## config.mk

```make
export PLATFORM = sky130hd
export DESIGN_NAME = cprl_loader
export DESIGN_NICKNAME = d
export VERILOG_FILES = /design/src/verilog/cprl_pkg.sv /design/src/verilog/cprl_byte_check.sv /design/src/verilog/cprl_loader.sv
export SDC_FILE = /design/constraint.sdc
export NUM_CORES = 1
export LEC_CHECK = 0
export BUFFER_PORTS_ARGS = -buffer_cell sky130_fd_sc_hd__buf_2
export CAP_MARGIN = 30
export CORE_MARGIN = 5
export CORE_UTILIZATION = 45
export CTS_BUF_LIST = sky130_fd_sc_hd__clkbuf_8
export CTS_CLUSTER_SIZE = 8
export DETAILED_ROUTE_END_ITERATION = 8
export PLACE_DENSITY = 0.72
export SLEW_MARGIN = 20
export SYNTH_ARGS = -nofsm -noshare
export SYNTH_HDL_FRONTEND = slang
export SYNTH_SLANG_ARGS = --single-unit
```

## constraint.sdc

```tcl
create_clock -name i_ref_clk -period 4.95 [get_ports i_ref_clk]
set_input_delay 0.99 -clock i_ref_clk [delete_from_list [all_inputs] [get_ports i_ref_clk]]
set_output_delay 0.99 -clock i_ref_clk [all_outputs]
set_load 0.02 [all_outputs]
```

## src/verilog/cprl_pkg.sv

```systemverilog
// Constants for the counter parameter record loader
package cprl_pkg;

  // ==========================================================
  // Record identity and header
  localparam logic [7:0]  REC_INDEX      = 8'h80;
  localparam logic [7:0]  HDR_VERSION    = 8'h01;
  localparam logic [7:0]  HDR_CH_LEN     = 8'h30;
  localparam logic [7:0]  HDR_SPARE      = 8'h00;
  localparam logic [7:0]  REC_MIN_LEN    = 8'h07;
  localparam logic [7:0]  REC_MAX_CNT    = 8'hFF;

  // ==========================================================
  // Byte offsets in the record
  localparam logic [7:0]  OFS_VERSION    = 8'h00;
  localparam logic [7:0]  OFS_CH_LEN     = 8'h01;
  localparam logic [7:0]  OFS_SPARE_A    = 8'h02;
  localparam logic [7:0]  OFS_SPARE_B    = 8'h03;
  localparam logic [7:0]  OFS_FUNC       = 8'h04;
  localparam logic [7:0]  OFS_BASIC      = 8'h05;
  localparam logic [7:0]  OFS_ENC        = 8'h06;

  // ==========================================================
  // Field positions and reserved masks
  localparam int          BAS_IFACE_BIT  = 7;
  localparam int          BAS_DIAG_BIT   = 2;
  localparam logic [7:0]  FUNC_RSV_MASK  = 8'hF0;
  localparam logic [7:0]  BAS_RSV_MASK   = 8'h78;
  localparam logic [7:0]  ENC_RSV_MASK   = 8'hC0;
  localparam int          ENC_EVAL_LSB   = 4;

  // ==========================================================
  // Field encodings
  localparam logic [3:0]  MODE_COUNT     = 4'h1;
  localparam logic [3:0]  MODE_MEASURE   = 4'h2;
  localparam logic [1:0]  STOP_SUBST     = 2'h0;
  localparam logic [1:0]  STOP_HOLD      = 2'h1;
  localparam logic [1:0]  STOP_CONTINUE  = 2'h2;
  localparam logic [1:0]  STOP_RSV       = 2'h3;
  localparam logic [1:0]  EVAL_SINGLE    = 2'h0;
  localparam logic [1:0]  EVAL_DOUBLE    = 2'h1;
  localparam logic [1:0]  EVAL_QUAD      = 2'h2;
  localparam logic [1:0]  EVAL_RSV       = 2'h3;
  localparam logic [3:0]  SIG_PULSE      = 4'h0;
  localparam logic [3:0]  SIG_CNT_DIR    = 4'h1;
  localparam logic [3:0]  SIG_CNT_UPDN   = 4'h2;
  localparam logic [3:0]  SIG_INCR_AB    = 4'h3;
  localparam logic [3:0]  SIG_INCR_ABN   = 4'h4;

  // ==========================================================
  // Completion error codes (values arbitrary)
  localparam logic [15:0] ERR_NONE       = 16'h0000;
  localparam logic [15:0] ERR_INDEX      = 16'h80B0;
  localparam logic [15:0] ERR_LENGTH     = 16'h80B1;
  localparam logic [15:0] ERR_HEADER     = 16'h80E0;
  localparam logic [15:0] ERR_RESERVED   = 16'h80E1;
  localparam logic [15:0] ERR_MODE_RUN   = 16'h80E2;

  // ==========================================================
  // Reset configuration
  localparam logic [3:0]  RST_MODE       = 4'h0;
  localparam logic [7:0]  RST_BASIC      = 8'h00;
  localparam logic [7:0]  RST_ENC        = 8'h00;

  typedef enum logic [0:0] {
    CPRL_ST_IDLE = 1'b0,
    CPRL_ST_RECV = 1'b1
  } cprl_state_t;

endpackage

```

## src/verilog/cprl_byte_check.sv

```systemverilog
// Per-byte validation of an incoming parameter record
`timescale 1ns/10ps
module cprl_byte_check (
  // Byte under test
  input  wire logic [7:0]  i_offset,
  input  wire logic [7:0]  i_data,
  // Context
  input  wire logic        i_full,
  input  wire logic        i_cfg_valid,
  input  wire logic [3:0]  i_active_mode,
  // Verdict
  output logic             o_ok,
  output logic [15:0]      o_code
);

  // ==========================================================
  // Field decoders
  function automatic logic mode_legal(input logic [3:0] m);
    return (m == cprl_pkg::MODE_COUNT) || (m == cprl_pkg::MODE_MEASURE);
  endfunction

  function automatic logic sig_legal(input logic [3:0] s);
    return (s == cprl_pkg::SIG_PULSE) || (s == cprl_pkg::SIG_CNT_DIR) ||
           (s == cprl_pkg::SIG_CNT_UPDN) || (s == cprl_pkg::SIG_INCR_AB) ||
           (s == cprl_pkg::SIG_INCR_ABN);
  endfunction

  // ==========================================================
  // Verdict per offset
  always_comb begin
    o_code = cprl_pkg::ERR_NONE;
    case (i_offset)
      cprl_pkg::OFS_VERSION: begin
        if (i_data != cprl_pkg::HDR_VERSION) o_code = cprl_pkg::ERR_HEADER;
      end
      cprl_pkg::OFS_CH_LEN: begin
        if (i_data != cprl_pkg::HDR_CH_LEN) o_code = cprl_pkg::ERR_HEADER;
      end
      cprl_pkg::OFS_SPARE_A, cprl_pkg::OFS_SPARE_B: begin
        if (i_data != cprl_pkg::HDR_SPARE) o_code = cprl_pkg::ERR_HEADER;
      end
      cprl_pkg::OFS_FUNC: begin
        if ((i_data & cprl_pkg::FUNC_RSV_MASK) != 8'h00 ||
            !mode_legal(i_data[3:0])) begin
          o_code = cprl_pkg::ERR_RESERVED;
        end else if (!i_full && i_cfg_valid &&
                     i_data[3:0] != i_active_mode) begin
          o_code = cprl_pkg::ERR_MODE_RUN;
        end
      end
      cprl_pkg::OFS_BASIC: begin
        if ((i_data & cprl_pkg::BAS_RSV_MASK) != 8'h00 ||
            i_data[1:0] == cprl_pkg::STOP_RSV) begin
          o_code = cprl_pkg::ERR_RESERVED;
        end
      end
      cprl_pkg::OFS_ENC: begin
        if ((i_data & cprl_pkg::ENC_RSV_MASK) != 8'h00 ||
            i_data[5:4] == cprl_pkg::EVAL_RSV ||
            !sig_legal(i_data[3:0])) begin
          o_code = cprl_pkg::ERR_RESERVED;
        end
      end
      default: o_code = cprl_pkg::ERR_NONE;
    endcase
    o_ok = (o_code == cprl_pkg::ERR_NONE);
  end

endmodule

```

## src/verilog/cprl_loader.sv

```systemverilog
// Parameter record loader for the position/counter input channel
//
// Operation
// Full parameter set arrives only as record 128, also while running.
// An erroneous record is dropped whole; previous configuration stays.
// A rejected write completes with an error code as status.
// A good write completes with the count of accepted bytes.
// Header bytes are fixed: version 0.1, length 48, two zero bytes.
// Function byte may change only in a full assignment, not at run; a run-time write still sets it while o_cfg_valid is low.
// Function low nibble: 0001 counting, 0010 measuring; rest reserved.
// Basic byte bit 7: 0 differential RS422, 1 single-ended 5 V TTL.
// Stop reaction: 00 substitute, 01 hold, 10 continue, 11 reserved.
// Evaluation field bits 5:4, value 00 is single evaluation.
// Evaluation 01 double, 10 quadruple, 11 reserved.
// Signal type bits 3:0, value 0000 is plain pulse input.
// Signal type 0011 two-track encoder, 0100 tracks plus zero mark.
// Header mismatch or reserved encoding makes the record erroneous.
// Controller writes zero into all reserved bits and bytes.
`timescale 1ns/10ps
module cprl_loader (
  // Clock and reset
  input  wire logic        i_ref_clk,
  input  wire logic        i_rst,
  // Record write service, request side
  input  wire logic        i_rec_start,
  input  wire logic [7:0]  i_rec_index,
  input  wire logic        i_rec_full,
  input  wire logic        i_rec_valid,
  input  wire logic [7:0]  i_rec_data,
  input  wire logic        i_rec_last,
  // Record write service, completion side
  output logic             o_rec_busy,
  output logic             o_rec_done,
  output logic             o_rec_error,
  output logic [15:0]      o_rec_status,
  // Applied configuration
  output logic             o_cfg_valid,
  output logic [3:0]       o_mode,
  output logic             o_iface_ttl,
  output logic             o_diag_en,
  output logic [1:0]       o_stop_react,
  output logic [1:0]       o_eval,
  output logic [3:0]       o_sig_type
);

  // ==========================================================
  // State
  typedef struct packed {
    cprl_pkg::cprl_state_t st;
    logic                  full;
    logic [7:0]            cnt;
    logic [15:0]           code;
    logic [3:0]            stg_mode;
    logic [7:0]            stg_basic;
    logic [7:0]            stg_enc;
    logic                  busy;
    logic                  done;
    logic                  error;
    logic [15:0]           status;
    logic                  cfg_valid;
    logic [3:0]            mode;
    logic [7:0]            basic;
    logic [7:0]            enc;
  } cprl_regs_t;

  localparam cprl_regs_t RST_REGS = '{
    st:        cprl_pkg::CPRL_ST_IDLE,
    full:      1'b0,
    cnt:       8'h00,
    code:      cprl_pkg::ERR_NONE,
    stg_mode:  cprl_pkg::RST_MODE,
    stg_basic: cprl_pkg::RST_BASIC,
    stg_enc:   cprl_pkg::RST_ENC,
    busy:      1'b0,
    done:      1'b0,
    error:     1'b0,
    status:    16'h0000,
    cfg_valid: 1'b0,
    mode:      cprl_pkg::RST_MODE,
    basic:     cprl_pkg::RST_BASIC,
    enc:       cprl_pkg::RST_ENC
  };

  cprl_regs_t  regs_ff;
  cprl_regs_t  nxt_regs;
  logic        chk_ok;
  logic [15:0] chk_code;

  // ==========================================================
  // Byte checker
  cprl_byte_check u_check (
    .i_offset      (regs_ff.cnt),
    .i_data        (i_rec_data),
    .i_full        (regs_ff.full),
    .i_cfg_valid   (regs_ff.cfg_valid),
    .i_active_mode (regs_ff.mode),
    .o_ok          (chk_ok),
    .o_code        (chk_code)
  );

  // ==========================================================
  // Next state
  always_comb begin
    logic [7:0]  new_cnt;
    logic [15:0] err;
    new_cnt  = regs_ff.cnt;
    err      = regs_ff.code;
    nxt_regs = regs_ff;
    nxt_regs.done = 1'b0;
    case (regs_ff.st)
      cprl_pkg::CPRL_ST_IDLE: begin
        if (i_rec_start) begin
          nxt_regs.st   = cprl_pkg::CPRL_ST_RECV;
          nxt_regs.full = i_rec_full;
          nxt_regs.cnt  = 8'h00;
          nxt_regs.code = cprl_pkg::ERR_NONE;
          if (i_rec_index != cprl_pkg::REC_INDEX) begin
            nxt_regs.code = cprl_pkg::ERR_INDEX;
          end
        end
      end
      cprl_pkg::CPRL_ST_RECV: begin
        if (i_rec_valid) begin
          if (regs_ff.cnt == cprl_pkg::REC_MAX_CNT) begin
            if (err == cprl_pkg::ERR_NONE) err = cprl_pkg::ERR_LENGTH;
          end else begin
            new_cnt = 8'(regs_ff.cnt + 8'h01);
          end
          if (err == cprl_pkg::ERR_NONE && !chk_ok) begin
            err = chk_code;
          end
          case (regs_ff.cnt)
            cprl_pkg::OFS_FUNC:  nxt_regs.stg_mode  = i_rec_data[3:0];
            cprl_pkg::OFS_BASIC: nxt_regs.stg_basic = i_rec_data;
            cprl_pkg::OFS_ENC:   nxt_regs.stg_enc   = i_rec_data;
            default:             nxt_regs.stg_enc   = regs_ff.stg_enc;
          endcase
          if (i_rec_last) begin
            if (err == cprl_pkg::ERR_NONE &&
                new_cnt < cprl_pkg::REC_MIN_LEN) begin
              err = cprl_pkg::ERR_LENGTH;
            end
            nxt_regs.st   = cprl_pkg::CPRL_ST_IDLE;
            nxt_regs.done = 1'b1;
            if (err != cprl_pkg::ERR_NONE) begin
              nxt_regs.error  = 1'b1;
              nxt_regs.status = err;
            end else begin
              nxt_regs.error     = 1'b0;
              nxt_regs.status    = {8'h00, new_cnt};
              nxt_regs.cfg_valid = 1'b1;
              nxt_regs.mode      = nxt_regs.stg_mode;
              nxt_regs.basic     = nxt_regs.stg_basic;
              nxt_regs.enc       = nxt_regs.stg_enc;
            end
          end
          nxt_regs.cnt  = new_cnt;
          nxt_regs.code = err;
        end
      end
      default: nxt_regs.st = cprl_pkg::CPRL_ST_IDLE;
    endcase
    nxt_regs.busy = (nxt_regs.st == cprl_pkg::CPRL_ST_RECV);
  end

  // ==========================================================
  // State register
  always_ff @(posedge i_ref_clk) begin
    if (i_rst) begin
      regs_ff <= RST_REGS;
    end else begin
      regs_ff <= nxt_regs;
    end
  end

  // ==========================================================
  // Outputs
  assign o_rec_busy   = regs_ff.busy;
  assign o_rec_done   = regs_ff.done;
  assign o_rec_error  = regs_ff.error;
  assign o_rec_status = regs_ff.status;
  assign o_cfg_valid  = regs_ff.cfg_valid;
  assign o_mode       = regs_ff.mode;
  assign o_iface_ttl  = regs_ff.basic[cprl_pkg::BAS_IFACE_BIT];
  assign o_diag_en    = regs_ff.basic[cprl_pkg::BAS_DIAG_BIT];
  assign o_stop_react = regs_ff.basic[1:0];
  assign o_eval       = regs_ff.enc[cprl_pkg::ENC_EVAL_LSB +: 2];
  assign o_sig_type   = regs_ff.enc[3:0];

  // ==========================================================
  // Checks
  property p_answer_next;
    @(posedge i_ref_clk) disable iff (i_rst)
      (regs_ff.st == cprl_pkg::CPRL_ST_RECV && i_rec_valid && i_rec_last)
      |=> o_rec_done ##1 !o_rec_done;
  endproperty
  a_answer_next: assert property (p_answer_next)
    else $error("completion not one cycle after last byte");

  property p_error_keeps_cfg;
    @(posedge i_ref_clk) disable iff (i_rst)
      (o_rec_done && o_rec_error) |->
      ($stable(o_mode) && $stable(regs_ff.basic) && $stable(regs_ff.enc)
       && $stable(o_cfg_valid));
  endproperty
  a_error_keeps_cfg: assert property (p_error_keeps_cfg)
    else $error("configuration changed on rejected record");

  property p_good_length;
    @(posedge i_ref_clk) disable iff (i_rst)
      (o_rec_done && !o_rec_error) |->
      (o_rec_status == {8'h00, regs_ff.cnt} &&
       regs_ff.cnt >= cprl_pkg::REC_MIN_LEN);
  endproperty
  a_good_length: assert property (p_good_length)
    else $error("good status is not the accepted byte count");

  property p_bad_index;
    @(posedge i_ref_clk) disable iff (i_rst)
      (regs_ff.st == cprl_pkg::CPRL_ST_IDLE && i_rec_start &&
       i_rec_index != cprl_pkg::REC_INDEX)
      |=> (regs_ff.code == cprl_pkg::ERR_INDEX);
  endproperty
  a_bad_index: assert property (p_bad_index)
    else $error("wrong record number not flagged");

  // First error found must reach the completion status
  property p_code_to_status;
    @(posedge i_ref_clk) disable iff (i_rst)
      (regs_ff.st == cprl_pkg::CPRL_ST_RECV && i_rec_valid && i_rec_last
       && regs_ff.code != cprl_pkg::ERR_NONE)
      |=> (o_rec_error && o_rec_status == $past(regs_ff.code));
  endproperty
  a_code_to_status: assert property (p_code_to_status)
    else $error("first error lost before completion");

  property p_run_mode_fixed;
    @(posedge i_ref_clk) disable iff (i_rst)
      (o_rec_done && !regs_ff.full && $past(o_cfg_valid))
      |-> $stable(o_mode);
  endproperty
  a_run_mode_fixed: assert property (p_run_mode_fixed)
    else $error("function changed on a run-time write");

  property p_mode_legal;
    @(posedge i_ref_clk) disable iff (i_rst)
      o_cfg_valid |-> (o_mode == cprl_pkg::MODE_COUNT ||
                       o_mode == cprl_pkg::MODE_MEASURE);
  endproperty
  a_mode_legal: assert property (p_mode_legal)
    else $error("reserved function applied");

  property p_iface_from_record;
    @(posedge i_ref_clk) disable iff (i_rst)
      (o_rec_done && !o_rec_error) |->
      (o_iface_ttl == regs_ff.stg_basic[cprl_pkg::BAS_IFACE_BIT] &&
       o_stop_react == regs_ff.stg_basic[1:0]);
  endproperty
  a_iface_from_record: assert property (p_iface_from_record)
    else $error("interface standard not taken from record");

  property p_stop_legal;
    @(posedge i_ref_clk) disable iff (i_rst)
      o_cfg_valid |-> o_stop_react != cprl_pkg::STOP_RSV;
  endproperty
  a_stop_legal: assert property (p_stop_legal)
    else $error("reserved stop reaction applied");

  property p_eval_legal;
    @(posedge i_ref_clk) disable iff (i_rst)
      o_cfg_valid |-> o_eval != cprl_pkg::EVAL_RSV;
  endproperty
  a_eval_legal: assert property (p_eval_legal)
    else $error("reserved evaluation applied");

  property p_sig_legal;
    @(posedge i_ref_clk) disable iff (i_rst)
      o_cfg_valid |-> o_sig_type <= cprl_pkg::SIG_INCR_ABN;
  endproperty
  a_sig_legal: assert property (p_sig_legal)
    else $error("reserved signal type applied");

  property p_header_reject;
    @(posedge i_ref_clk) disable iff (i_rst)
      (regs_ff.st == cprl_pkg::CPRL_ST_RECV && i_rec_valid && i_rec_last
       && regs_ff.cnt == cprl_pkg::OFS_VERSION
       && regs_ff.code == cprl_pkg::ERR_NONE
       && i_rec_data != cprl_pkg::HDR_VERSION)
      |=> (o_rec_error && o_rec_status == cprl_pkg::ERR_HEADER);
  endproperty
  a_header_reject: assert property (p_header_reject)
    else $error("bad version byte not rejected");

  property p_busy_idle;
    @(posedge i_ref_clk) disable iff (i_rst)
      o_rec_done |-> !o_rec_busy;
  endproperty
  a_busy_idle: assert property (p_busy_idle)
    else $error("still busy at completion");

  property p_rsv_bits_clear;
    @(posedge i_ref_clk) disable iff (i_rst)
      o_cfg_valid |->
      ((regs_ff.basic & cprl_pkg::BAS_RSV_MASK) == 8'h00 &&
       (regs_ff.enc & cprl_pkg::ENC_RSV_MASK) == 8'h00);
  endproperty
  a_rsv_bits_clear: assert property (p_rsv_bits_clear)
    else $error("reserved bits set in applied configuration");

endmodule

```

======== After elaboration in Yosys (flattened, before gate mapping) ========
Index checks and enable logic that the tools add are counted.
W data, S select, Z words.
operators by class
  $add $sub $neg .......................... 1
  magnitude comparators ................... 1
  equality and inequality tests ........... 19
  mux-type cells .......................... 36
  bitwise operators ....................... 3
  reduce and logical (&&, ||, !) cells .... 35
operators by type and width
  operator               count
  $mux W16               20
  $pmux W16 S6           1
  $logic_not A16 Y1      4
  $pmux W24 S2           1
  $mux W44               1
  $mux W8                5
  $mux W39               1
  $reduce_bool A8 Y1     4
  $mux W26               1
  $eq A8 B3 Y1 const B   3
  $mux W21               1
  $mux W17               1
  $eq A8 B2 Y1 const B   2
  $reduce_bool A16 Y1    1
  $logic_or A1 B1 Y1     9
  $add A8 B1 Y8 const B  1
  $eq A4 B2 Y1 const B   2
  $eq A8 B1 Y1 const B   1
  $eq A8 B8 Y1 const B   1
  $logic_not A8 Y1       1
  $lt A8 B3 Y1 const B   1
  $ne A8 B1 Y1 const B   1
  $ne A8 B6 Y1 const B   1
  $ne A8 B8 Y1 const B   1
  other kinds (17)       30
storage, ports and cells
  flip-flop bits (word level) ............. 85
  input bits .............................. 22
  output and inout port bits .............. 34
  logic and storage cells ................. 109

======== Longest topological paths before layout ========
Gate-level depths: netlist (run 1).
  word-level depth ........................ 24
  gate-level depth with buffers ........... 12
  depth with buffers taken out ............ 9

======== Cells and area by module ========
From an unflattened synthesis (run 1), not the netlist that was laid out.
second synthesis, totals
  cell total of the unflattened synthesis .. 497
  area, all modules ....................... 4065.1 µm²
by module, submodules not included
  module           times used  cells an instance  area each (µm²)  sequential area each (µm²)
  cprl_loader      1           446                3683.5           1461.4
  cprl_byte_check  1           51                 381.6            0.0

======== Worst setup path before layout (run 1) ========
No wires, ideal clock.
  path type ............................... input port to flip-flop
  start ................................... input port i_rec_data[3]
  end ..................................... register regs_ff, in the netlist o_rec_status[6]
  library setup time ...................... 0.079 ns
  data arrival time ....................... 3.145 ns
  path slack .............................. 1.726 ns
  stages on the path ...................... 9
  path buffers ............................ 3
  cells stage by stage .................... buf_6 or4_4 or4_4 a221oi_4 a211o_1 buf_6 buf_8 o2111ai_2 a211oi_2
on the way
  cells in the longest elaborated chain, start to end .. 23
RTL lines
  element                                           RTL line                                      RTL
  from (decl)                                       cprl_loader.sv:29                             input wire logic [7:0] i_rec_data,
  $eq A4 B1 Y1 or $logic_not A4 Y1 (tied branches)  cprl_byte_check.sv:19, cprl_byte_check.sv:23
  $logic_or A1 B1 Y1 (2 in series)                  cprl_byte_check.sv:23                         return (s == cprl_pkg::SIG_PULSE) || (s == cprl_pkg::SIG_CNT_DIR) ||
  $logic_or A1 B1 Y1 (2 in series)                  cprl_byte_check.sv:24                         (s == cprl_pkg::SIG_CNT_UPDN) || (s == cprl_pkg::SIG_INCR_AB) ||
  $logic_not A1 Y1                                  cprl_byte_check.sv:60                         !sig_legal(i_data[3:0])) begin
  $logic_or A1 B1 Y1                                cprl_byte_check.sv:59                         i_data[5:4] == cprl_pkg::EVAL_RSV ||
  $mux W16                                          cprl_byte_check.sv:58                         if ((i_data & cprl_pkg::ENC_RSV_MASK) != 8'h00 ||
  $pmux W16 S6 *                                    cprl_byte_check.sv:32                         case (i_offset)
  $logic_not A16 Y1                                 cprl_byte_check.sv:66                         o_ok = (o_code == cprl_pkg::ERR_NONE);
  [... 5 more ...]                                  n/a
  $logic_not A16 Y1                                 cprl_loader.sv:139                            if (err == cprl_pkg::ERR_NONE &&
  $logic_and A1 B1 Y1                               cprl_loader.sv:139
  $mux W16 *                                        cprl_loader.sv:139
  $mux W16 *                                        cprl_loader.sv:138                            if (i_rec_last) begin
  $mux W16 *                                        cprl_loader.sv:123                            if (i_rec_valid) begin
  $mux W16 *                                        cprl_loader.sv:110                            case (regs_ff.st)
  $reduce_bool A16 Y1                               cprl_loader.sv:145                            if (err != cprl_pkg::ERR_NONE) begin
  $mux W17 *                                        cprl_loader.sv:145
  to (signal assigned)                              cprl_loader.sv:172                            regs_ff <= nxt_regs;
  to (decl)                                         cprl_loader.sv:84                             cprl_regs_t regs_ff;
Mark *: on every way between the ends. The rest lies on a longest branch, timed or not. The select of a mux whose other input is x is not followed.
A chain may end at the register's enable or synchronous reset.

======== Final worst setup path (run 1) ========
  start ................................... input port i_rec_data[7]
  end ..................................... register regs_ff[64] (netlist name)
on the way
  cells in the longest elaborated chain, start to end .. 20
RTL lines
  element              RTL line               RTL
  $reduce_bool A8 Y1   cprl_byte_check.sv:58
  $logic_or A1 B1 Y1   cprl_byte_check.sv:58
  $logic_or A1 B1 Y1   cprl_byte_check.sv:59
  $mux W16             cprl_byte_check.sv:58
  $pmux W16 S6 *       cprl_byte_check.sv:32
  $logic_not A16 Y1    cprl_byte_check.sv:66
  $logic_not A1 Y1     cprl_loader.sv:129     if (err == cprl_pkg::ERR_NONE && !chk_ok) begin
  $logic_and A1 B1 Y1  cprl_loader.sv:129
  [... 4 more ...]     n/a
  $logic_and A1 B1 Y1  cprl_loader.sv:139
  $mux W16             cprl_loader.sv:139
  $mux W16             cprl_loader.sv:138
  $mux W16             cprl_loader.sv:123
  $mux W16             cprl_loader.sv:110
  $mux W16 *           cprl_loader.sv:138
  $mux W44 *           cprl_loader.sv:123
  $pmux W24 S2 *       cprl_loader.sv:110
Marks and branches as above.

==> run metrics, run 1 <==
status completed; CP max stage delay 0.54 ns; DRC 0; Clock Path Buffers 2; critical-path cell list buf_2 -> or4_4 -> or4_4 -> a221oi_4 -> a211o_1 -> buf_4 -> nand3_1 -> a221oi_1; largest net degree at the start of global routing 57; Critical Path Stages 8; flop2flop setup slack 1.75 ns; Total GRT Usage 0.192; antenna violations before repair 0; Setup TNS Final 0 ns; design area 4100 um^2; via count 3316; final net count 489; worst slew pin tran 0.767 ns; crit end category flop; DIE AREA 10500 um^2; core box area 8300 um^2; final cell count without fillers 573; CTS tree done; max-slew violations 0; cell total after placement 557; fin crit period 3.43 ns; Placed Instance Area 3920 um^2; drt first-iter violations 244; initial core utilization 0.466; Routed Antenna Nets 0; grt total ovfl 0; flops & latches, synth 73; most used cell, CP or4_4; combinational share of power 0.136; sequential area share after synthesis 0.378; RR Startpoint regs_ff[80]$_SDFFE_PP0P_; Die X 103 um; Reg power frac 0.494; Layout area overhead 6.15%; CTS Hold Bufs 0; Die Ht 103 um; # Post-CTS Setup Buffers 0; multi-input logic area 2010 um^2; EDFF count, synth 0; row count 33; Worst path slowest cell or4_4; Top Family by Delay on Critical Path simple AND/OR/NAND/NOR gates; Crit Path Category input pin to flop; Register Area 1460 um^2; Worst Path Max Fanout 16; clock sink total 73; # IOs 56; syn_nets 482; Post-synth top flop dfxtp_1; total wire length 9640 um; fill cell count 802; crit path DAT 3.71 ns; number of buffer and inverter stages on the critical path 2; Int Pwr 0.834 mW; synthesized cell area 3870 um^2; post-synthesis async set-or-reset flop share 0; syn_area_per_cell 8.48 um^2; routed len/inst 16.8 um; RePlAce Congestion 0.900; power share of the clock group 0.370; final setup fails 0; via/cell ratio 5.79; maximum VDD drop 0.146 mV; reg2reg path depth 8; Clk Latency, worst-skew pair 0.37 ns; Sw Ratio 0.320; post_cts resized 0; RSZ-0062 raised after global routing no; H-tree levels 3; Warnings, synthesis 0; ANT cells 0; reg2reg end regs_ff[71]$_SDFFE_PP0P_; first-pass GRT wire length 15800 um; CP required 5.23 ns; DR pass1 iterations 4; crit share post-route 0.693; Num CTS Buffers 9; Synth Instances 456; Critical Path Sink regs_ff[64]$_SDFFE_PP0P_; layout cells sized above 1 0.226; Psw 0.392 mW; port bufs 55; Setup Skew 0.00979 ns; Yosys cell types 60; Max Cap Viol 0; f_max 0.292 GHz; dpl hpwl 6920 um; clock slew at reported path FFs 0.09 ns; vias in the first global route 3153; Critical Path Start i_rec_data[7]; crit start category input pin; root buffer cell clkbuf_8; power per standard cell area 299 nW/um^2; Worst Hold Class flop to flop; Slew headroom 0.487; Pleak 1.65 nW; Final Hold Viols 0
[layout make-up]
| type | instances | share of cell area |
|---|---|---|
| multi-input combinational | 316 | 0.491 |
| tap | 105 | 0.0320 |
| clock inverter | 7 | 0.0146 |
| sequential | 73 | 0.356 |
| clock buffer | 9 | 0.0302 |
| inverter | 6 | 0.00549 |
| timing repair buffer | 57 | 0.0707 |
[worst min path at each step]
stage	endpoint	start	depth (start not counted)	slack, ns
2_1_floorplan	regs_ff[84]$_SDFFE_PP0P_	regs_ff[84]$_SDFFE_PP0P_	2	0.43
3_3_place_gp	o_rec_status[9]$_SDFFE_PP0P_	o_rec_status[9]$_SDFFE_PP0P_	2	0.45
3_5_place_dp	o_rec_status[0]$_SDFFE_PP0P_	o_rec_status[0]$_SDFFE_PP0P_	2	0.45
4_1_cts	o_rec_status[0]$_SDFFE_PP0P_	o_rec_status[0]$_SDFFE_PP0P_	2	0.47
5_1_grt	o_rec_status[14]$_SDFFE_PP0P_	o_rec_status[14]$_SDFFE_PP0P_	1	0.50
6_report	o_rec_status[0]$_SDFFE_PP0P_	o_rec_status[0]$_SDFFE_PP0P_	2	0.47
[synth_stat cells, types with 3 or more instances]
library cell  instances  area (um^2)
nor2_1               43          161
a211oi_1              4         30.0
nand2b_1              5         31.3
nand4_1               5         31.3
mux2_2               14          158
a22o_1                6         52.6
a22oi_1               6         45.0
nor2b_1               3         18.8
a31oi_1               4         25.0
xnor2_1               6         52.6
nor4_1               10         62.6
nand2_1              32          120
buf_4                28          210
dfxtp_1              73         1460
ha_1                  4         50.1
nor3_1               12         60.1
nand3_1              22          110
buf_2                 6         30.0
mux2i_1               9         90.1
and3_1                4         25.0
clkbuf_1             24         90.1
a21oi_1              45          225
o21ai_0              27          135
and2_1               10         62.6
inv_1                 6         22.5
or4_4                 3         33.8
and4_1                4         35.0
[worst register-to-register path, cell delays in order (launching register included)]
cell and delay, ns:
dfxtp_1 0.41, or4_4 0.61, or3_1 0.60, a31oi_2 0.29
a221oi_4 0.07, a211o_1 0.49, buf_4 0.29, a31oi_4 0.24
and2_1 0.16
[layout by cell type, fill, tap and decap left out, types with 4 or more instances in the layout]
master	count
nand2_1	32
a31oi_1	4
a211oi_1	4
xnor2_1	6
nor4_1	10
o21ai_0	27
nor3_1	12
nand3_1	22
nor2_1	43
nand4_1	5
dfxtp_1	73
a21oi_1	45
mux2i_1	9
buf_2	55
mux2_2	14
and3_1	4
nand2b_1	5
ha_1	4
a22o_1	6
inv_1	6
and4_1	4
a22oi_1	6
and2_1	10
clkbuf_8	9
[cells by family after synthesis]
group	after synthesis	synth area share
AO/OA/AOI/OAI	123	0.218
XOR/XNOR	6	0.0136
adder cells (fa/ha/maj)	4	0.0129
buffers and inverters	67	0.101
flip-flops	73	0.378
multiplexers	23	0.0641
AND/OR/NAND/NOR	160	0.212
[layer usage]
layer | GRT usage | up-vias | share of wire
li1 | - | 1627 | -
met1 | 0.253 | 1570 | 0.43
met2 | 0.307 | 102 | 0.48
met3 | 0.0501 | 17 | 0.072
met4 | 0.0656 | 0 | 0.019
met5 | 0 | - | 0
[registers in the layout, summed over array words and instances, names as in the netlist]
register / count
regs_ff: 39
o_stop_react: 2
o_cfg_valid: 1
o_diag_en: 1
o_iface_ttl: 1
o_eval: 2
o_rec_status: 16
o_rec_busy: 1
o_rec_done: 1
o_sig_type: 4
o_rec_error: 1
o_mode: 4
[power groups by stage]
stage | sequential, mW | combinational, mW | clock, mW
floorplan | 0.618 | 0.131 | 0
global placement | 0.619 | 0.161 | 0
detailed placement | 0.620 | 0.165 | 0
CTS | 0.606 | 0.166 | 0.459
global route | 0.608 | 0.182 | 0.486
finish | 0.606 | 0.166 | 0.453
[through the flow]
stage / worst slack [ns] / power [mW] / hold slack (ns) / util
floorplan: 1.73 / 0.749 / 0.432 / -
global placement: 1.24 / 0.780 / 0.445 / 0.472
detailed placement: 1.16 / 0.784 / 0.454 / 0.472
finish: 1.52 / 1.23 / 0.470 / 0.494
CTS: 1.53 / 1.23 / 0.474 / 0.494
global route: 1.37 / 1.28 / 0.497 / 0.494
Power figures use the tool's default switching activity.
==> run 2: changes to the inputs <==
ABC_AREA = 1   (was default)
PLACE_DENSITY = 0.74   (was 0.72)
clock period = 3 ns   (was 4.95 ns; I/O delays follow)
==> run metrics, run 2 <==
Placed Instance Area 4450 um^2 (+13%); number of buffer and inverter stages on the critical path 1 (-1); antenna violations before repair 0 (unchanged); most used cell, CP nand2_2; Yosys top cell by area dfxtp_1; met3 wire length 565 um (-19%); sequential area share after synthesis 0.342 (-0.0362); port bufs 55 (unchanged); Post-synth top flop dfxtp_1; flops & latches, synth 73 (unchanged); combinational share of power 0.169 (+0.033); H-tree levels 3 (unchanged); CP required 3.23 ns (-2.00 ns); Crit Path Category flop to flop; DRC 0 (unchanged); clock sink total 73 (unchanged); crit share post-route 0.916; Yosys cell types 36 (-40%); row count 35 (+6.1%); worst hold slack 0.459 ns (-0.0110 ns); CTS Hold Bufs 0 (unchanged); Psw 0.608 mW (+55%); dpl hpwl 7730 um (+12%); DR pass1 iterations 5 (+1); DIE AREA 11500 um^2 (+9.5%); Slew headroom 0.501 (+0.0142); RSZ-0062 raised after global routing no; final net count 714 (+46%); WL met2 5100 um (+9.6%); drt first-iter violations 204 (-16%); Setup Skew 0.0102 ns (+0.000401 ns); Pleak 2.37 nW (+44%); Routed Antenna Nets 0 (unchanged); worst slew pin tran 0.747 ns (-0.0193 ns); max-slew violations 0 (unchanged); Clk Latency, worst-skew pair 0.34 ns (-0.03 ns); vias in the first global route 3772 (+20%); CTS tree done; Top Family by Delay on Critical Path simple AND/OR/NAND/NOR gates; Top reg by flops regs_ff; Sw Ratio 0.284 (-0.0354); Int Pwr 1.53 mW (+84%); crit path DAT 2.97 ns (-0.74 ns); Final Util 0.511 (+0.0165); synthesized cell area 4280 um^2 (+11%); power per standard cell area 454 nW/um^2 (+52%); Synth top area share 0.342 (-0.0362); WL met1 4990 um (+21%); syn_nets 688 (+43%); EDFF count, synth 0 (unchanged); largest net degree at the start of global routing 50 (-12%); final setup fails 0 (unchanged); via/cell ratio 4.95 (-14%); Layout area overhead 10.4%; f_max 0.364 GHz; routed len/inst 13.1 um (-22%); root buffer cell clkbuf_8; layout cells sized above 1 0.171 (-0.0560); commonest non-fill, non-tap cells in the layout nand2_1 (160), inv_1 (123), dfxtp_1 (71), buf_2 (55), nor2_1 (50); count leader, synth nand2_1; power share of the clock group 0.359 (-0.011); crit end category flop; Total GRT Usage 0.188 (-0.00456); Die Ht 107 um (+4.7%); Worst Hold Class flop to flop; uppermost layer routed met4; total wire length 10800 um (+12%); initial core utilization 0.463 (-0.00316); Die X 107 um (+4.7%); Clock Path Buffers 2 (unchanged); critical-path cell list ha_2 -> inv_1 -> nor2_4 -> nand2_2 -> nand3b_4 -> nand2_2 -> nor2_2 -> nand2_2 -> nand4_1 -> nor2_1 -> nand3_2 -> nor2_8 -> nand3_4 -> o21ai_1 -> nor2_1; Worst Path Max Fanout 15 (-1); first-pass GRT wire length 17600 um (+11%); post-synthesis async set-or-reset flop share 0 (unchanged); core box area 9240 um^2 (+11%); CP max stage delay 0.39 ns (-0.15 ns); Worst path slowest cell dfxtp_2; Reg power frac 0.472 (-0.022); number of flip-flops in the largest register 39 (unchanged); via count 4068 (+23%); synth cell count leaders nand2_1 (160), inv_1 (121), dfxtp_1 (73), nor2_1 (52), a21oi_1 (40); clock slew at reported path FFs 0.07 ns (-0.02 ns); Area contributors post-synth dfxtp_1 (34%), nand2_1 (14%), inv_1 (11%), buf_4 (5.1%), a21oi_1 (4.7%); Synth Instances 662 (+45%); Num CTS Buffers 9 (unchanged); status completed; ANT cells 0 (unchanged); Warnings, synthesis 0 (unchanged); fin crit period 2.75 ns; RePlAce Congestion 0.969 (+7.7%); Max Cap Viol 0 (unchanged); # IOs 56 (unchanged); syn_area_per_cell 6.46 um^2 (-24%); grt total ovfl 0 (unchanged); crit start category flop; Final Hold Viols 0 (unchanged); design area 4720 um^2 (+15%); total power 2.14 mW (+75%); maximum VDD drop 0.183 mV (+25%); most common cell after layout, fill and taps aside nand2_1; fill cell count 945 (+18%)
## run 2: logic make-up after synthesis
group | count (synthesis) | synth area share
buf+inv | 179 | 0.189
compound gates | 103 | 0.131
flops | 73 | 0.342
simple gates | 300 | 0.320
xor+xnor | 3 | 0.00615
fa+ha+maj | 4 | 0.0117
## run 2: layout make-up
class | instances | area (um^2) | share of cell area
clock buffers | 11 | 151 | 0.0321
clock inverters | 4 | 45.0 | 0.00954
inverters | 124 | 465 | 0.0986
multi-input cells | 412 | 2060 | 0.437
flip-flops and latches | 73 | 1460 | 0.310
well taps | 129 | 161 | 0.0342
repair buffers | 68 | 373 | 0.0790
## run 2: path summary, 6_finish.rpt
path / from / to / slack [ns] / cells past startpoint
setup / recovery: regs_ff[77]$_SDFFE_PP0P_ / o_mode[1]$_SDFFE_PP0P_ / 0.25 / 15
hold / removal: o_rec_status[10]$_SDFFE_PP0P_ / o_rec_status[10]$_SDFFE_PP0P_ / 0.46 / 2
setup reg to reg: regs_ff[77]$_SDFFE_PP0P_ / o_mode[1]$_SDFFE_PP0P_ / 0.25 / 15
hold reg to reg: o_rec_status[10]$_SDFFE_PP0P_ / o_rec_status[10]$_SDFFE_PP0P_ / 0.46 / 2
## run 2: metrics by stage
stage | setup WS, ns | std cells | TNS, ns
after detailed placement | -0.0444 | 801 | -0.464
final | 0.251 | 821 | 0
after global placement | 0.0838 | 801 | 0
after floorplan | 0.528 | 662 | 0
after global routing | 0.0279 | 821 | 0
after CTS | 0.00583 | 816 | 0
## run 2: per-layer routing
layer	GRT usage	vias up
li1	-	2099
met1	0.240	1846
met2	0.322	114
met3	0.0378	9
met4	0.0514	0
met5	0	-
## run 2: what timing repair did
item	in CTS	in global routing
gates cloned	0	2
gates resized for setup	1	8
setup buffers	0	3
endpoints found under the setup margin	15	24
pin swaps	0	3
## run 2: power groups by stage
stage / Combinational, mW / Sequential (mW) / Clock [mW]
6_report: 0.362 / 1.01 / 0.770
2_1_floorplan: 0.243 / 1.03 / 0
3_3_place_gp: 0.317 / 1.03 / 0
4_1_cts: 0.324 / 1.01 / 0.793
3_5_place_dp: 0.322 / 1.03 / 0
5_1_grt: 0.403 / 1.01 / 0.841
## run 2: worst register-to-register path: cells and delay by family (launching register included)
family / cells / cell delay [ns]
AND/OR/NAND/NOR: 12 / 1.77
flip-flops: 1 / 0.39
adder cells (fa/ha/maj): 1 / 0.24
AO/OA/AOI/OAI: 1 / 0.18
buffers and inverters: 1 / 0.08
==> run 3: changes to the inputs <==
CAP_MARGIN = default   (was 30)
PLACE_DENSITY = 0.66   (was 0.74)
==> run metrics, run 3 (synthesis results as in run 2) <==
status completed; max-slew violations 0 (unchanged); Layout area overhead 10.3%; Clk Latency, worst-skew pair 0.35 ns (about the same); crit path DAT 3.00 ns (+0.03 ns); number of flip-flops in the largest register 39 (unchanged); DIE AREA 11500 um^2 (unchanged); Final Hold Viols 0 (unchanged); dpl hpwl 7360 um (-4.8%); Num CTS Buffers 9 (unchanged); Setup Skew 0.0122 ns (+0.00202 ns); CP required 3.25 ns (+0.02 ns); routed len/inst 12.5 um (-4.7%); layout cells sized above 1 0.171 (+0.000247); CTS tree done; Crit Path Category flop to flop; drt first-iter violations 249 (+22%); commonest non-fill, non-tap cells in the layout nand2_1 (160), inv_1 (122), dfxtp_1 (71), buf_2 (55), nor2_1 (50); power per standard cell area 462 nW/um^2 (+1.8%); via count 3963 (-2.6%); maximum VDD drop 0.177 mV (-3.1%); RePlAce Congestion 0.924 (-4.7%); Worst Hold Depth 2 (unchanged); ANT cells 0 (unchanged); clock slew at reported path FFs 0.08 ns (about the same); Total GRT Usage 0.184 (-0.00360); fin crit period 2.75 ns (-0.0000920 ns); crit end category flop; via/cell ratio 4.83 (-2.5%); final setup fails 0 (unchanged); Slew headroom 0.515 (+0.0135); DRC 0 (unchanged); Pleak 2.37 nW (about the same); largest net degree at the start of global routing 50 (unchanged); Worst Hold Class flop to flop; Routed Antenna Nets 0 (unchanged); DR pass1 iterations 7 (+2); total power 2.18 mW (+1.7%); # IOs 56 (unchanged); Die X 107 um (unchanged); most common cell after layout, fill and taps aside nand2_1; CTS Hold Bufs 0 (unchanged); crit start category flop; RSZ-0062 raised after global routing no; Top reg by flops regs_ff; Setup TNS Final 0 ns (unchanged); port bufs 55 (unchanged); crit share post-route 0.916 (about the same); antenna violations before repair 0 (unchanged); reg2reg path depth 15 (unchanged); grt total ovfl 0 (unchanged); clock sink total 73 (unchanged); core box area 9240 um^2 (unchanged); Final Util 0.510 (-0.000677); H-tree levels 3 (unchanged); first-pass GRT wire length 17300 um (-1.7%); Max Cap Viol 0 (unchanged); final net count 712 (-0.28%); Die Ht 107 um (unchanged); Clock Path Buffers 2 (unchanged); f_max 0.364 GHz (about the same); vias in the first global route 3776 (+0.11%); worst slew pin tran 0.727 ns (-0.0202 ns); Worst Path Max Fanout 15 (unchanged); row count 35 (unchanged); initial core utilization 0.463 (unchanged); root buffer cell clkbuf_8; total wire length 10300 um (-4.9%)
-- run 3: changes by cell type in the layout (fill, tap and decap cells not counted) --
cell	delta
clkbuf_8	+1
buf_4	-1
inv_1	-1
nand3_4	-1
inv_6	+1
-- run 3: worst paths after layout --
| kind | slack (ns) | startpoint | to |
|---|---|---|---|
| min reg2reg | 0.46 | o_rec_status[12]$_SDFFE_PP0P_ | o_rec_status[12]$_SDFFE_PP0P_ |
| max reg2reg | 0.25 | regs_ff[77]$_SDFFE_PP0P_ | o_iface_ttl$_SDFFE_PP0P_ |
| max | 0.25 | regs_ff[77]$_SDFFE_PP0P_ | o_iface_ttl$_SDFFE_PP0P_ |
| min | 0.46 | o_rec_status[12]$_SDFFE_PP0P_ | o_rec_status[12]$_SDFFE_PP0P_ |
-- run 3: worst max-delay path, cell delays in order (launching register included) --
cell and delay, ns:
dfxtp_2 0.39, ha_2 0.23, inv_1 0.07, nor2_4 0.15, nand2_2 0.18, nand3b_4 0.24, nand2_2 0.11, nor2_2 0.07
nand3_1 0.10, nand3_1 0.10, nor2_1 0.13, nand3_2 0.13, nor2_8 0.26, nand3_4 0.24, o21ai_1 0.20, nor2_1 0.05
-- run 3: repair_timing --
item | 4_1_cts | 5_1_grt
cloned | 1 | 0
setup endpoints to repair | 14 | 24
resized for setup | 1 | 7
buffers inserted | 0 | 2
-- run 3: per-stage QoR --
stage | cells | hold slack, ns | area, um^2 | setup slack, ns
3_3_place_gp | 801 | 0.446 | 4450 | 0.0646
6_report | 820 | 0.459 | 4720 | 0.251
2_1_floorplan | 662 | 0.441 | 4280 | 0.528
4_1_cts | 818 | 0.463 | 4670 | 0.00685
3_5_place_dp | 801 | 0.453 | 4450 | -0.0282
5_1_grt | 820 | 0.491 | 4720 | 0.0179
-- run 3: metal layers --
layer | global-route usage | up-vias | routed length [um]
met1 | 0.240 | 1764 | 4940
li1 | - | 2085 | -
met3 | 0.0318 | 10 | 563
met2 | 0.303 | 104 | 4630
met4 | 0.0703 | 0 | 125
met5 | 0 | - | 0
-- run 3: final cells by class --
type                    count  area (um^2)
fillers                   979         4520
flip-flops and latches     73         1460
multi-input cells         411         2040
clock inverters             4         50.0
well taps                 129          161
clock buffers              12          165
inverters                 124          465
repair buffers             67          365
-- run 3: power breakdown --
| part | leakage (nW) | internal [mW] | switching, mW | total, mW |
|---|---|---|---|---|
| registers | 0.593 | 0.996 | 0.0138 | 1.01 |
| logic | 1.67 | 0.114 | 0.232 | 0.345 |
| clock network | 0.110 | 0.453 | 0.369 | 0.821 |
| total | 2.37 | 1.56 | 0.614 | 2.18 |
